File: config.mk
export PLATFORM = sky130hd
export DESIGN_NAME = synth_serial_mod_loader
export DESIGN_NICKNAME = d
export VERILOG_FILES = /design/src/shared/synth_serial_mod_loader_pkg.sv /design/src/shared/sample_stream_if.sv /design/src/rtl/sample_buffer.sv /design/src/rtl/synth_serial_mod_loader.sv
export VERILOG_INCLUDE_DIRS = /design/src /design/src/shared
export SDC_FILE = /design/constraint.sdc
export NUM_CORES = 1
export LEC_CHECK = 0
export ABC_AREA = 1
export BUFFER_PORTS_ARGS = -buffer_cell sky130_fd_sc_hd__buf_2
export CORE_MARGIN = 2
export CORE_UTILIZATION = 25
export CTS_CLUSTER_SIZE = 8
export DETAILED_ROUTE_END_ITERATION = 6
export GPL_ROUTABILITY_DRIVEN = 0
export GPL_TIMING_DRIVEN = 0
export SETUP_SLACK_MARGIN = 0.15
export SYNTH_ARGS = -nofsm -noshare
export SYNTH_HDL_FRONTEND = slang
export SYNTH_SLANG_ARGS = --single-unit
File: constraint.sdc
create_clock -name mclk_in -period 8.1 [get_ports mclk_in]
set_input_delay 0.405 -clock mclk_in [delete_from_list [all_inputs] [get_ports mclk_in]]
set_output_delay 0.405 -clock mclk_in [all_outputs]
set_load 0.01 [all_outputs]
File: src/shared/synth_serial_mod_loader_params.svh
// Constants for the serial register and modulation sample loader
`ifndef SYNTH_SERIAL_MOD_LOADER_PARAMS_SVH
`define SYNTH_SERIAL_MOD_LOADER_PARAMS_SVH

// Frame geometry
`define FRAME_BITS        5'h10
`define SHORT_MIN_BITS    5'h02
`define SHORT_MAX_BITS    5'h0C
`define LEN_SAT           5'h1F
`define ADDR_MSB          15
`define ADDR_LSB          12
`define DATA_MSB          11
`define DATA_BITS         12

// Register addresses
`define REG_COUNT         10
`define ADDR_MAIN_INT     4'h0
`define ADDR_MAIN_FRAC_HI 4'h1
`define ADDR_MAIN_FRAC_LO 4'h2
`define ADDR_AUX_INT      4'h3
`define ADDR_AUX_FRAC     4'h4
`define ADDR_REF_DIV      4'h5
`define ADDR_DET_GAIN     4'h6
`define ADDR_PWR_OUTSEL   4'h7
`define ADDR_MOD_CTRL     4'h8
`define ADDR_MOD_SAMPLE   4'h9

// Reset values
`define RST_INT_DIVIDER   12'h0006
`define RST_OTHER         12'h0000

// Fields
`define FRAC_HI_MSB       9
`define FRAC_LO_MSB       7
`define MODCTL_SRC_BIT    0
`define MODCTL_MAG_MSB    3
`define MODCTL_MAG_LSB    1
`define OFFSET_BITS       20

// Pin synchroniser lanes and their idle levels
`define PIN_SCLK          0
`define PIN_CS_N          1
`define PIN_SDATA         2
`define PIN_MOD           3
`define PIN_VCO           4
`define PIN_COUNT         5
`define PIN_IDLE          5'h02

// Sample buffer
`define BUF_DEPTH         2

`endif

File: src/shared/synth_serial_mod_loader_pkg.sv
// Types used by the serial loader; its sample buffer uses none of them
package synth_serial_mod_loader_pkg;

   // Frame handling states
   typedef enum logic [1:0]
   {
      ST_IDLE   = 2'b00,
      ST_SHIFT  = 2'b01,
      ST_DECODE = 2'b10
   } frame_state_t;

   typedef logic signed [11:0] sample_t;
   typedef logic        [3:0]  reg_addr_t;
   typedef logic        [11:0] reg_word_t;

endpackage : synth_serial_mod_loader_pkg

File: src/shared/sample_stream_if.sv
// Valid/ready stream between the loader and its sample buffer
`timescale 1ns/10ps
`default_nettype none

interface sample_stream_if #(
   parameter int WIDTH = 12,
   parameter int CNT_W = 2
);
   logic             wr_valid;
   logic             wr_ready;
   logic [WIDTH-1:0] wr_data;
   logic             rd_valid;
   logic             rd_ready;
   logic [WIDTH-1:0] rd_data;
   logic [CNT_W-1:0] rd_count;

   // Buffer side
   modport buffer_side
   (
      input  wr_valid,
      output wr_ready,
      input  wr_data,
      output rd_valid,
      input  rd_ready,
      output rd_data,
      output rd_count
   );

   // Loader side
   modport user_side
   (
      output wr_valid,
      input  wr_ready,
      output wr_data,
      input  rd_valid,
      output rd_ready,
      input  rd_data,
      input  rd_count
   );
endinterface : sample_stream_if

`default_nettype wire

File: src/rtl/sample_buffer.sv
// Small flip-flop FIFO for modulation samples
`timescale 1ns/10ps
`default_nettype none

module sample_buffer #(
   parameter int WIDTH = 12,
   parameter int DEPTH = 2
)
(
   // Clock and reset
   input  wire logic          mclk_in,
   input  wire logic          rst_in,
   // Stream
   sample_stream_if.buffer_side st
);
   localparam int PTR_W = (DEPTH > 1) ? $clog2(DEPTH) : 1;
   localparam int CNT_W = $clog2(DEPTH + 1);
   localparam logic [CNT_W-1:0] FULL = CNT_W'(DEPTH);
   localparam logic [PTR_W-1:0] LAST = PTR_W'(DEPTH - 1);

   logic [WIDTH-1:0] mem_r [0:DEPTH-1];
   logic [PTR_W-1:0] wr_ptr_r;
   logic [PTR_W-1:0] rd_ptr_r;
   logic [CNT_W-1:0] count_r;
   logic             push;
   logic             pop;

   // Handshakes; full and empty come straight from the count
   assign st.wr_ready = (count_r != FULL);
   assign st.rd_valid = (count_r != '0);
   assign st.rd_data  = mem_r[rd_ptr_r];
   assign st.rd_count = count_r;
   assign push        = st.wr_valid & st.wr_ready;
   assign pop         = st.rd_valid & st.rd_ready;

   // Storage, written at the write index only
   always_ff @(posedge mclk_in)
   begin
      if (push)
      begin
         mem_r[wr_ptr_r] <= st.wr_data;
      end
   end

   // Pointers wrap explicitly so any depth works
   always_ff @(posedge mclk_in or posedge rst_in)
   begin
      if (rst_in)
      begin
         wr_ptr_r <= '0;
         rd_ptr_r <= '0;
         count_r  <= '0;
      end
      else
      begin
         if (push)
            wr_ptr_r <= (wr_ptr_r == LAST) ? '0 : wr_ptr_r + 1'b1;
         if (pop)
            rd_ptr_r <= (rd_ptr_r == LAST) ? '0 : rd_ptr_r + 1'b1;
         if (push && !pop)
            count_r <= count_r + 1'b1;
         else if (pop && !push)
            count_r <= count_r - 1'b1;
      end
   end
endmodule : sample_buffer

`default_nettype wire

File: src/rtl/synth_serial_mod_loader.sv
// Three-wire register loader with direct modulation sample path
`timescale 1ns/10ps
`default_nettype none
`include "synth_serial_mod_loader_params.svh"

module synth_serial_mod_loader
(
   // Clock and reset
   input  wire logic        mclk_in,
   input  wire logic        rst_in,
   // Serial pins
   input  wire logic        sclk_in,
   input  wire logic        cs_n_in,
   input  wire logic        sdata_in,
   input  wire logic        mod_data_in,
   // Divided main VCO clock
   input  wire logic        divided_main_vco_clock_in,
   // Register contents
   output logic [11:0]      main_int_divider_out,
   output logic [11:0]      main_fraction_upper_out,
   output logic [11:0]      main_fraction_lower_out,
   output logic [11:0]      aux_int_divider_out,
   output logic [11:0]      aux_fraction_out,
   output logic [11:0]      ref_clock_dividers_out,
   output logic [11:0]      detector_gain_control_out,
   output logic [11:0]      powerdown_outsel_control_out,
   output logic [11:0]      mod_path_control_out,
   output logic [11:0]      mod_sample_out,
   // Modulator side
   output logic [11:0]      applied_sample_out,
   output logic             sample_strobe_out,
   output logic             sample_pending_out,
   output logic [19:0]      frac_offset_out
);

   localparam logic [4:0] ONE_BIT = 5'h01;

   // Synchroniser and edge history
   logic [`PIN_COUNT-1:0] pins;
   logic [`PIN_COUNT-1:0] sync1_r;
   logic [`PIN_COUNT-1:0] sync2_r;
   logic [`PIN_COUNT-1:0] prev_r;

   // Frame capture
   synth_serial_mod_loader_pkg::frame_state_t state_r;
   synth_serial_mod_loader_pkg::frame_state_t state_nxt;
   logic [15:0]          shift_r;
   logic [11:0]          mod_shift_r;
   logic [4:0]           len_r;

   // Register file, write-only from the link
   synth_serial_mod_loader_pkg::reg_word_t regs_r [0:`REG_COUNT-1];

   // Sample path
   synth_serial_mod_loader_pkg::sample_t stage_data_r;
   logic                 stage_valid_r;
   logic [11:0]          applied_r;
   logic                 strobe_r;
   logic                 pending_r;
   logic [19:0]          offset_r;

   // Decoded strobes
   logic                 sclk_rise;
   logic                 cs_low;
   logic                 cs_fall;
   logic                 cs_rise;
   logic                 vco_fall;

   // Frame decode
   logic                 decoding;
   logic                 is_addr;
   logic                 is_short;
   synth_serial_mod_loader_pkg::reg_addr_t frame_addr;
   synth_serial_mod_loader_pkg::reg_word_t frame_data;
   logic                 addr_ok;
   logic                 reg_wr;

   // Short sample path
   logic                 sample_wr;
   logic                 mod_src_alt;
   logic [11:0]          short_raw;
   logic [3:0]           sh_amt;
   synth_serial_mod_loader_pkg::sample_t short_left;
   synth_serial_mod_loader_pkg::sample_t short_ext;
   synth_serial_mod_loader_pkg::sample_t sample_val;

   // Hand-over and offset arithmetic
   logic                 transfer;
   logic                 last_word;
   logic [2:0]           mag;
   logic signed [17:0]   dividend;
   logic signed [19:0]   sample_wide;
   logic signed [19:0]   sample_shift;
   logic signed [19:0]   offset_nxt;

   // Sample buffer between decode and modulator
   sample_stream_if #(.WIDTH(`DATA_BITS), .CNT_W(2)) stream ();

   sample_buffer #(
      .WIDTH (`DATA_BITS),
      .DEPTH (`BUF_DEPTH)
   ) u_buffer
   (
      .mclk_in (mclk_in),
      .rst_in  (rst_in),
      .st      (stream.buffer_side)
   );

   // Pins gathered into one synchroniser vector
   assign pins[`PIN_SCLK]  = sclk_in;
   assign pins[`PIN_CS_N]  = cs_n_in;
   assign pins[`PIN_SDATA] = sdata_in;
   assign pins[`PIN_MOD]   = mod_data_in;
   assign pins[`PIN_VCO]   = divided_main_vco_clock_in;

   // Two stages; only the second stage feeds edge logic
   always_ff @(posedge mclk_in or posedge rst_in)
   begin
      if (rst_in)
      begin
         sync1_r <= `PIN_IDLE;
         sync2_r <= `PIN_IDLE;
         prev_r  <= `PIN_IDLE;
      end
      else
      begin
         sync1_r <= pins;
         sync2_r <= sync1_r;
         prev_r  <= sync2_r;
      end
   end

   // Edge detection on resynchronised levels
   assign sclk_rise = sync2_r[`PIN_SCLK] & ~prev_r[`PIN_SCLK];
   assign cs_low    = ~sync2_r[`PIN_CS_N];
   assign cs_fall   = ~sync2_r[`PIN_CS_N] & prev_r[`PIN_CS_N];
   assign cs_rise   = sync2_r[`PIN_CS_N] & ~prev_r[`PIN_CS_N];

   // Only the falling edge of the divided clock matters
   assign vco_fall  = ~sync2_r[`PIN_VCO] & prev_r[`PIN_VCO];

   // Frame state sequencing
   always_comb
   begin
      state_nxt = state_r;
      case (state_r)
         synth_serial_mod_loader_pkg::ST_IDLE:
         begin
            if (cs_fall)
               state_nxt = synth_serial_mod_loader_pkg::ST_SHIFT;
         end
         synth_serial_mod_loader_pkg::ST_SHIFT:
         begin
            if (cs_rise)
               state_nxt = synth_serial_mod_loader_pkg::ST_DECODE;
         end
         synth_serial_mod_loader_pkg::ST_DECODE:
         begin
            state_nxt = synth_serial_mod_loader_pkg::ST_IDLE;
         end
         default:
         begin
            state_nxt = synth_serial_mod_loader_pkg::ST_IDLE;
         end
      endcase
   end

   // Shift both pins; length saturates so long windows stay long
   always_ff @(posedge mclk_in or posedge rst_in)
   begin
      if (rst_in)
      begin
         state_r     <= synth_serial_mod_loader_pkg::ST_IDLE;
         shift_r     <= 16'h0000;
         mod_shift_r <= 12'h000;
         len_r       <= 5'h00;
      end
      else
      begin
         state_r <= state_nxt;
         if (state_r == synth_serial_mod_loader_pkg::ST_IDLE && cs_fall)
            len_r <= 5'h00;
         else if (state_r == synth_serial_mod_loader_pkg::ST_SHIFT &&
                  sclk_rise && cs_low)
         begin
            shift_r     <= {shift_r[14:0], sync2_r[`PIN_SDATA]};
            mod_shift_r <= {mod_shift_r[10:0], sync2_r[`PIN_MOD]};
            if (len_r != `LEN_SAT)
               len_r <= len_r + ONE_BIT;
         end
      end
   end

   // Frame classification; the shifter keeps only the newest bits
   assign decoding = (state_r == synth_serial_mod_loader_pkg::ST_DECODE);
   assign is_addr  = (len_r >= `FRAME_BITS);
   assign is_short = (len_r >= `SHORT_MIN_BITS) &&
                     (len_r <= `SHORT_MAX_BITS);

   // Address and data fields of the newest sixteen bits
   assign frame_addr = shift_r[`ADDR_MSB:`ADDR_LSB];
   assign frame_data = shift_r[`DATA_MSB:0];
   assign addr_ok    = (frame_addr <= `ADDR_MOD_SAMPLE);
   assign reg_wr     = decoding && is_addr && addr_ok;

   // Short frame source and sign extension from its own length
   assign mod_src_alt = regs_r[`ADDR_MOD_CTRL][`MODCTL_SRC_BIT];
   assign short_raw   = mod_src_alt ? mod_shift_r
                                    : shift_r[`DATA_MSB:0];
   assign sh_amt      = 4'(`SHORT_MAX_BITS - len_r);
   assign short_left  = short_raw << sh_amt;
   assign short_ext   = short_left >>> sh_amt;

   // Either route lands in the same sample register
   assign sample_wr  = (reg_wr && frame_addr == `ADDR_MOD_SAMPLE) ||
                       (decoding && is_short);
   assign sample_val = is_short ? short_ext : frame_data;

   // Register file; only frame decoding writes, nothing reads back
   always_ff @(posedge mclk_in or posedge rst_in)
   begin
      if (rst_in)
      begin
         for (int i = 0; i < `REG_COUNT; i++)
         begin
            regs_r[i] <= `RST_OTHER;
         end
         regs_r[`ADDR_MAIN_INT] <= `RST_INT_DIVIDER;
         regs_r[`ADDR_AUX_INT]  <= `RST_INT_DIVIDER;
      end
      else if (sample_wr)
         regs_r[`ADDR_MOD_SAMPLE] <= sample_val;
      else if (reg_wr)
         regs_r[frame_addr] <= frame_data;
   end

   // Staging word; a second write before the push overwrites it
   assign stream.wr_valid = stage_valid_r;
   assign stream.wr_data  = stage_data_r;
   assign stream.rd_ready = vco_fall;
   assign transfer        = stream.rd_valid & vco_fall;
   assign last_word       = (stream.rd_count == 2'h1) & ~stage_valid_r;

   always_ff @(posedge mclk_in or posedge rst_in)
   begin
      if (rst_in)
      begin
         stage_valid_r <= 1'b0;
         stage_data_r  <= 12'h000;
      end
      else if (sample_wr)
      begin
         stage_valid_r <= 1'b1;
         stage_data_r  <= sample_val;
      end
      else if (stage_valid_r && stream.wr_ready)
         stage_valid_r <= 1'b0;
   end

   // Hand-over to the modulator; a new write beats the clear
   always_ff @(posedge mclk_in or posedge rst_in)
   begin
      if (rst_in)
      begin
         applied_r <= 12'h000;
         strobe_r  <= 1'b0;
         pending_r <= 1'b0;
      end
      else
      begin
         strobe_r <= transfer;
         if (transfer)
            applied_r <= stream.rd_data;
         if (sample_wr)
            pending_r <= 1'b1;
         else if (transfer && last_word)
            pending_r <= 1'b0;
      end
   end

   // Dividend joins upper and lower fraction registers
   assign dividend     = $signed({regs_r[`ADDR_MAIN_FRAC_HI][`FRAC_HI_MSB:0],
                                  regs_r[`ADDR_MAIN_FRAC_LO][`FRAC_LO_MSB:0]});
   assign mag          = regs_r[`ADDR_MOD_CTRL]
                               [`MODCTL_MAG_MSB:`MODCTL_MAG_LSB];

   // Sample widened with its sign, then scaled by 2^m
   assign sample_wide  = 20'($signed(applied_r));
   assign sample_shift = sample_wide <<< mag;
   assign offset_nxt   = 20'(dividend) + sample_shift;

   // Range beyond 0.5625 step is left to software, not clipped
   always_ff @(posedge mclk_in or posedge rst_in)
   begin
      if (rst_in)
         offset_r <= 20'h0_0000;
      else
         offset_r <= offset_nxt;
   end

   // Outputs straight from flip-flops
   assign main_int_divider_out         = regs_r[`ADDR_MAIN_INT];
   assign main_fraction_upper_out      = regs_r[`ADDR_MAIN_FRAC_HI];
   assign main_fraction_lower_out      = regs_r[`ADDR_MAIN_FRAC_LO];
   assign aux_int_divider_out          = regs_r[`ADDR_AUX_INT];
   assign aux_fraction_out             = regs_r[`ADDR_AUX_FRAC];
   assign ref_clock_dividers_out       = regs_r[`ADDR_REF_DIV];
   assign detector_gain_control_out    = regs_r[`ADDR_DET_GAIN];
   assign powerdown_outsel_control_out = regs_r[`ADDR_PWR_OUTSEL];
   assign mod_path_control_out         = regs_r[`ADDR_MOD_CTRL];
   assign mod_sample_out               = regs_r[`ADDR_MOD_SAMPLE];

   // Modulator side, also registered
   assign applied_sample_out           = applied_r;
   assign sample_strobe_out            = strobe_r;
   assign sample_pending_out           = pending_r;
   assign frac_offset_out              = offset_r;

endmodule : synth_serial_mod_loader

`default_nettype wire

==> metrics.cfg, run 1 <==
[critical_path]
endpoint_kind=register
cp_slowest_cell=dfrtp_1
reg2reg_depth=15
crit_chain=inv_2 -> clkbuf_1 -> clkbuf_1 -> ha_1 -> inv_1 -> clkbuf_1 -> nand3_1 -> o21ai_0 -> nand2_1 -> nand3_1 -> nand2_1 -> o211a_1 -> o21ai_1 -> nand2_1 -> nand2_1
cp.buffers_inverters=5
crit_start=len_r[0]$_DFFE_PP0P_
cp.depth=15
path_class=reg2reg
crit_path_max_incr_delay_ns=0.47
r2r-start=len_r[0]$_DFFE_PP0P_
critPathTopFamily=buffers and inverters
crit_top_cell=nand2_1
crit_fanout=10
worst_ep_required_time_ns=8.52
arrival_ns=4.11
start_kind=register

[global_route]
grt_pass1_wl_um=51600
gr-usage-all-layers_pct=14.08
grt_pass1_vias=9180
antenna_found_initial=0
grt_max_degree=117
overflow=0

[logic_synthesis]
synthAdderAreaFrac_pct=3.132
syn_inst=1249
synth_area_um2=11020
synth_nets=1283
synth_compound_area_share_pct=11.72
ys_ff_latch=243
yosysSeqAreaShare_pct=56.33
synth_area_leaders=dfrtp_1, nand2_1, edfxtp_1
synth_top_cell_area_share_pct=48.12
synth_xor_area_share_pct=1.816
synth_warnings=0
synthMuxAreaShare_pct=0.3632
yosysUniqueCellTypes=38
syn_avg_cell_area_um2=8.827
synth_top_family_by_area=simple AND/OR/NAND/NOR gates
yosys.area.top_type=dfrtp_1
synthSimpleGateAreaFrac_pct=22.06

[sta]
setup_viol=0
slew_violations=0
worst_pin_slew_ns=1.001
hold_viol_final=0
period_share_pct=45.45
relSlewSlack_pct=33.03
fin_crit_ns=3.681
hold_ws_ns=0.02694
skew_ns=0.02981
tns_ns=0
rsz0062_at_grt=false
timing.fmax_mhz=271.6

[floorplan]
die_area_um2=45790
coreArea_um2=43270
rows=76
die_h_um=214.0
die_x_um=214.0
pin_count=161
start_util_pct=25.48

[clock_network]
clock-sinks=243
numCtsBuffers=36
path_clk_slew_ns=0.05
ctsResizeCount=0
clockRootBuffer=clkbuf_16
htree_levels=2
cts_tree=done
insertion_delay_ns=0.52
cts_buffer_depth=3

[cells_and_area]
drive_above_1_share_pct=17.20
area_growth_pct=23.70
fillCellCount=4497
n_antenna_cell=0
instances_no_fill=2056
nNetsFinal=1484
regArea_um2=6210
multi_input_area_um2=4310
final_util_pct=31.52

[routing]
drc=0
drt_iter0_drc=859
routed_via_density=4.628
vias=9516
drtAntennaViolNets=0
first_pass_iters=6
wl_per_cell_um=15.88
wl_um=32650

[place]
portBuffers=160
place_inst=1995
dp_hpwl_um=24020

[min_path]
min_path_type=in2async

[power_and_ir_drop]
power_density_nw_per_um2=294.6
power_uw=4017
p_leak_uw=0.006630
peakVddDrop_mv=0.1595

[status]
outcome=finished, final reports clean

[flow_run]
maxCapViolations=0

[flip-flops by register name (all words and copies together) (netlist names), 5 cells and up]
signal / flops
frac_offset_out: 20
powerdown_outsel_control_out: 12
stage_data_r: 12
detector_gain_control_out: 12
sync2_r: 5
ref_clock_dividers_out: 12
len_r: 5
aux_fraction_out: 12
main_fraction_lower_out: 12
main_int_divider_out: 12
main_fraction_upper_out: 12
shift_r: 16
aux_int_divider_out: 12
u_buffer.mem_r: 24
sync1_r: 5
mod_sample_out: 12
applied_sample_out: 12
mod_path_control_out: 12
mod_shift_r: 12
[placed cells by master (no fill, tap or decap), types with 3 or more instances in the layout]
cell,netlist,routed
nor3_1,5,5
nor2_1,45,45
o21ai_0,80,80
ha_1,26,26
inv_1,63,62
edfxtp_1,24,24
o21ai_1,98,98
dfstp_2,7,7
o21a_1,10,10
o211ai_1,3,3
a21oi_1,27,27
clkbuf_16,0,36
inv_2,3,3
mux2i_1,4,4
a31oi_1,14,14
clkbuf_1,33,52
o211a_1,3,3
xor2_1,17,17
buf_2,23,183
nand3_1,96,96
dfrtp_1,212,212
xnor2_1,4,4
nand2_2,9,9
nand4_1,12,12
nand2_1,414,414
[routing by layer]
layer | routed length [um] | track usage (%) | vias up
met5 | 0 | 0 | -
met4 | 1421 | 6.667 | 0
met3 | 1909 | 2.641 | 78
met2 | 15070 | 22.48 | 363
met1 | 14250 | 18.42 | 4534
li1 | - | - | 4541
[synth_stat cells]
master	n
dfrtp_1	212
fa_1	1
nor2_1	45
mux2i_1	4
o211a_1	3
nand2_4	1
xnor2_2	1
xor2_1	17
edfxtp_1	24
xnor2_1	4
nand4_1	12
buf_1	1
nor3_4	2
o21ai_0	80
dfstp_2	7
inv_4	1
o21a_1	10
and2_1	1
nand3_1	96
buf_2	23
ha_1	26
o21ai_1	98
nor4_2	1
a31oi_2	1
o21bai_1	2
buf_4	1
nor3_2	1
nand2_1	414
inv_2	3
o211ai_1	3
nand2_2	9
a21oi_1	27
inv_1	63
a31oi_1	14
nor3_1	5
o31ai_1	2
clkbuf_1	33
a311oi_1	1
[kinds of logic (layout without fill, tap and decap cells)]
kind of cell,count (synthesis),after routing
AND/OR/NAND/NOR,587,587
flip-flops,243,243
AO/OA/AOI/OAI,241,241
buffers and inverters,125,347
adder cells (fa/ha/maj),27,27
XOR/XNOR,22,22
multiplexers,4,4
[repair_timing]
| action | in CTS | in global routing |
|---|---|---|
| setup endpoints to repair | 0 | 0 |
| hold endpoints to repair | 2 | 0 |
| hold buffers | 2 | 0 |
| buffers inserted | 0 | 0 |
[path summary, 6_finish.rpt]
path | to | slack, ns
min in group mclk_in | sync1_r[2]$_DFF_PP0_ | 0.03
worst max-delay path | mod_sample_out[3]$_DFFE_PP0P_ | 4.42
max in group asynchronous | mod_sample_out[0]$_DFFE_PP0P_ | 7.06
worst max register to register | mod_sample_out[3]$_DFFE_PP0P_ | 4.42
worst min register to register | sync2_r[3]$_DFF_PP0_ | 0.34
worst min-delay path | main_int_divider_out[0]$_DFFE_PP0P_ | 0.03
[report_power, final]
group,switching [uW],internal (uW)
sequential,107,1390
combinational,792,360
clock,526,839
total,1420,2590
[per-stage QoR]
| step | area (um2) | worst slack (ns) |
|---|---|---|
| global route | 13640 | 4.075 |
| floorplan | 11020 | 1.714 |
| global placement | 12560 | -0.6159 |
| finish | 13640 | 4.419 |
| detailed placement | 12590 | 4.506 |
| CTS | 13640 | 4.473 |
[final cells by class]
type	instances	area share [%]
multi-input combinational	881	31.61
clock buffer	57	7.331
inverter	67	1.918
tap	585	5.367
sequential	243	45.54
timing repair buffer	163	6.221
clock inverter	2	0.1835
buffer	58	1.835
Power figures use the tool's default switching activity.
==> run 2, diff against run 1 <==
- clock period: 8.1 -> 3.3 ns (I/O delays scaled with it)
==> run 2 against run 1 <==
  * Final cell count grew 0.63%
  * Via count is 0.40% lower
  * Critical path depth fell by 5
  * Sequential share of layout area decreased by 0.64 points
  * Clock power up 140%
  * Largest cell class unchanged
  * Largest power group unchanged
==> metrics.cfg, run 2 (synthesized netlist as in run 1, its figures left out) <==
[global_route]
grt_pass1_wl_um=51500  ; -0.19%
grt_pass1_vias=9311  ; +1.4%
grt_max_degree=43  ; -63%
gr-usage-all-layers_pct=14.04  ; -0.040 points
antenna_found_initial=0  ; unchanged
overflow=0  ; unchanged

[sta]
worst_pin_slew_ns=0.9644  ; -0.03650 ns
fin_ws_ns=0.2988  ; -4.120 ns
timing.fmax_mhz=333.2  ; +23%
hold_ws_ns=0.2864  ; +0.2594 ns
relSlewSlack_pct=35.47  ; +2.4 points
hold_viol_final=0  ; unchanged
period_share_pct=90.95  ; +45 points
setup_viol=0  ; unchanged
slew_violations=0  ; unchanged
rsz0062_at_grt=false
fin_crit_ns=3.001  ; -0.6802 ns
skew_ns=0.02735  ; -0.002457 ns

[critical_path]
critPathTopFamily=compound AO/OA/AOI/OAI gates
path_class=reg2reg
crit_top_cell=o21ai_0
cp_slowest_cell=a311oi_1
start_kind=register
reg2reg_slack_ns=0.30  ; -4.12 ns
arrival_ns=3.38  ; -0.73 ns
crit_chain=clkbuf_1 -> inv_1 -> clkbuf_1 -> o21ai_0 -> ha_1 -> a21oi_1 -> o21ai_0 -> a311oi_1 -> o21ai_0 -> xor2_1
endpoint_kind=register
worst_ep_required_time_ns=3.68  ; -4.84 ns
reg2reg_depth=10  ; -5
crit_fanout=10  ; unchanged
timing.rr.end=frac_offset_out[12]$_DFF_PP0_
cp.buffers_inverters=3  ; -2
r2r-start=mod_path_control_out[3]$_DFFE_PP0P_
crit_path_max_incr_delay_ns=0.43  ; -0.04 ns

[clock_network]
cts_tree=done
numCtsBuffers=36  ; unchanged
clockRootBuffer=clkbuf_16
clock-sinks=243  ; unchanged
htree_levels=2  ; unchanged
path_clk_slew_ns=0.05  ; about the same
insertion_delay_ns=0.52  ; about the same
cts_buffer_depth=3  ; unchanged

[power_and_ir_drop]
switching_share_pct=35.46  ; about the same
pwr-share-seq_pct=37.2  ; about the same
p_comb_share_pct=29.1  ; +0.4 points
power.share.clock_pct=33.7  ; -0.3 points
peakVddDrop_mv=0.3166  ; +98%
power_uw=9893  ; +150%
switching_power_uw=3508  ; +150%
power_density_nw_per_um2=714.9  ; +140%
internal_power_uw=6385  ; +150%
p_leak_uw=0.006721  ; +1.4%

[routing]
routed_via_density=4.581  ; -1.0%
wl_um=32400  ; -0.77%
first_pass_iters=5  ; -1
wl_per_cell_um=15.66  ; -1.4%
drt_iter0_drc=721  ; -16%
vias=9478  ; -0.40%
drtAntennaViolNets=0  ; unchanged
drc=0  ; unchanged

[cells_and_area]
area_growth_pct=25.53
layout_commonest_cell=nand2_1
drive_above_1_share_pct=18.87  ; +1.7 points
nNetsFinal=1494  ; +0.67%
largest_reg_flops=24  ; unchanged
top_register=u_buffer.mem_r
final_util_pct=31.98  ; +0.47 points
n_antenna_cell=0  ; unchanged
final_cell_mix=nand2_1, dfrtp_1, buf_2

[flow_run]
maxCapViolations=0  ; unchanged

[floorplan]
rows=76  ; unchanged
start_util_pct=25.48  ; unchanged
die_x_um=214.0  ; unchanged
die_area_um2=45790  ; unchanged
coreArea_um2=43270  ; unchanged
pin_count=161  ; unchanged
die_h_um=214.0  ; unchanged

[min_path]
min_path_type=in2async

[status]
outcome=finished, final reports clean

[place]
portBuffers=160  ; unchanged
dp_hpwl_um=24290  ; +1.1%
dpl_worst_slack_ns=-0.2094  ; -4.715 ns

## run 2: area by class of cell
type / count / area, um2
multi-input combinational: 881 / 4347
fill: 4473 / 29430
sequential: 243 / 6212
inverter: 67 / 260.3
clock buffer: 58 / 983.4
tap: 585 / 732.0
timing repair buffer: 174 / 996.0
buffer: 57 / 255.2
clock inverter: 4 / 52.55
## run 2: stage by stage
step,instances,TNS [ns],cell area [um2]
after floorplan,1249,0,11030
after global placement,1994,-204.95,12560
after detailed placement,2000,-3.843,12680
after CTS,2067,0,13780
after global routing,2069,0,13840
final,2069,0,13840
## run 2: worst max-delay path by stage
stage,start,to,slack [ns],cells past startpoint
2_1_floorplan,rst_in,applied_sample_out[0]$_DFFE_PP0P_,0.29,1
6_report,mod_path_control_out[3]$_DFFE_PP0P_,frac_offset_out[12]$_DFF_PP0_,0.30,10
4_1_cts,mod_path_control_out[1]$_DFFE_PP0P_,frac_offset_out[15]$_DFF_PP0_,0.20,14
3_3_place_gp,rst_in,sync1_r[4]$_DFF_PP0_,-0.97,2
5_1_grt,len_r[0]$_DFFE_PP0P_,stage_data_r[1]$_DFFE_PP0P_,0.14,16
3_5_place_dp,len_r[0]$_DFFE_PP0P_,mod_sample_out[1]$_DFFE_PP0P_,-0.21,17
## run 2: power groups by stage
stage               combinational, uW  clock, uW  sequential (uW)
floorplan                        1830          0             3760
global placement                 2750          0             3720
detailed placement               2800          0             3730
CTS                              2810       3430             3680
global route                     3220       3570             3730
finish                           2880       3330             3680
## run 2: timing repair
action,in CTS,in global routing
endpoints found under the hold margin,29,0
gates resized for setup,5,25
hold buffers,6,0
endpoints found under the setup margin,28,30
pin swaps,0,2
gates cloned,0,0
setup buffers,0,2
## run 2: tightest hold or removal path, delay by kind of cell
family	cells	cell delay, ns
buffers and inverters	3	1.08
## run 2: per-layer routing
| metal | global-route usage, % | routed length (um) | vias up |
|---|---|---|---|
| met5 | 0 | 0 | - |
| met4 | 6.387 | 1360 | 0 |
| met3 | 2.698 | 1830 | 79 |
| met2 | 22.97 | 15280 | 302 |
| met1 | 17.97 | 13930 | 4522 |
| li1 | - | - | 4575 |
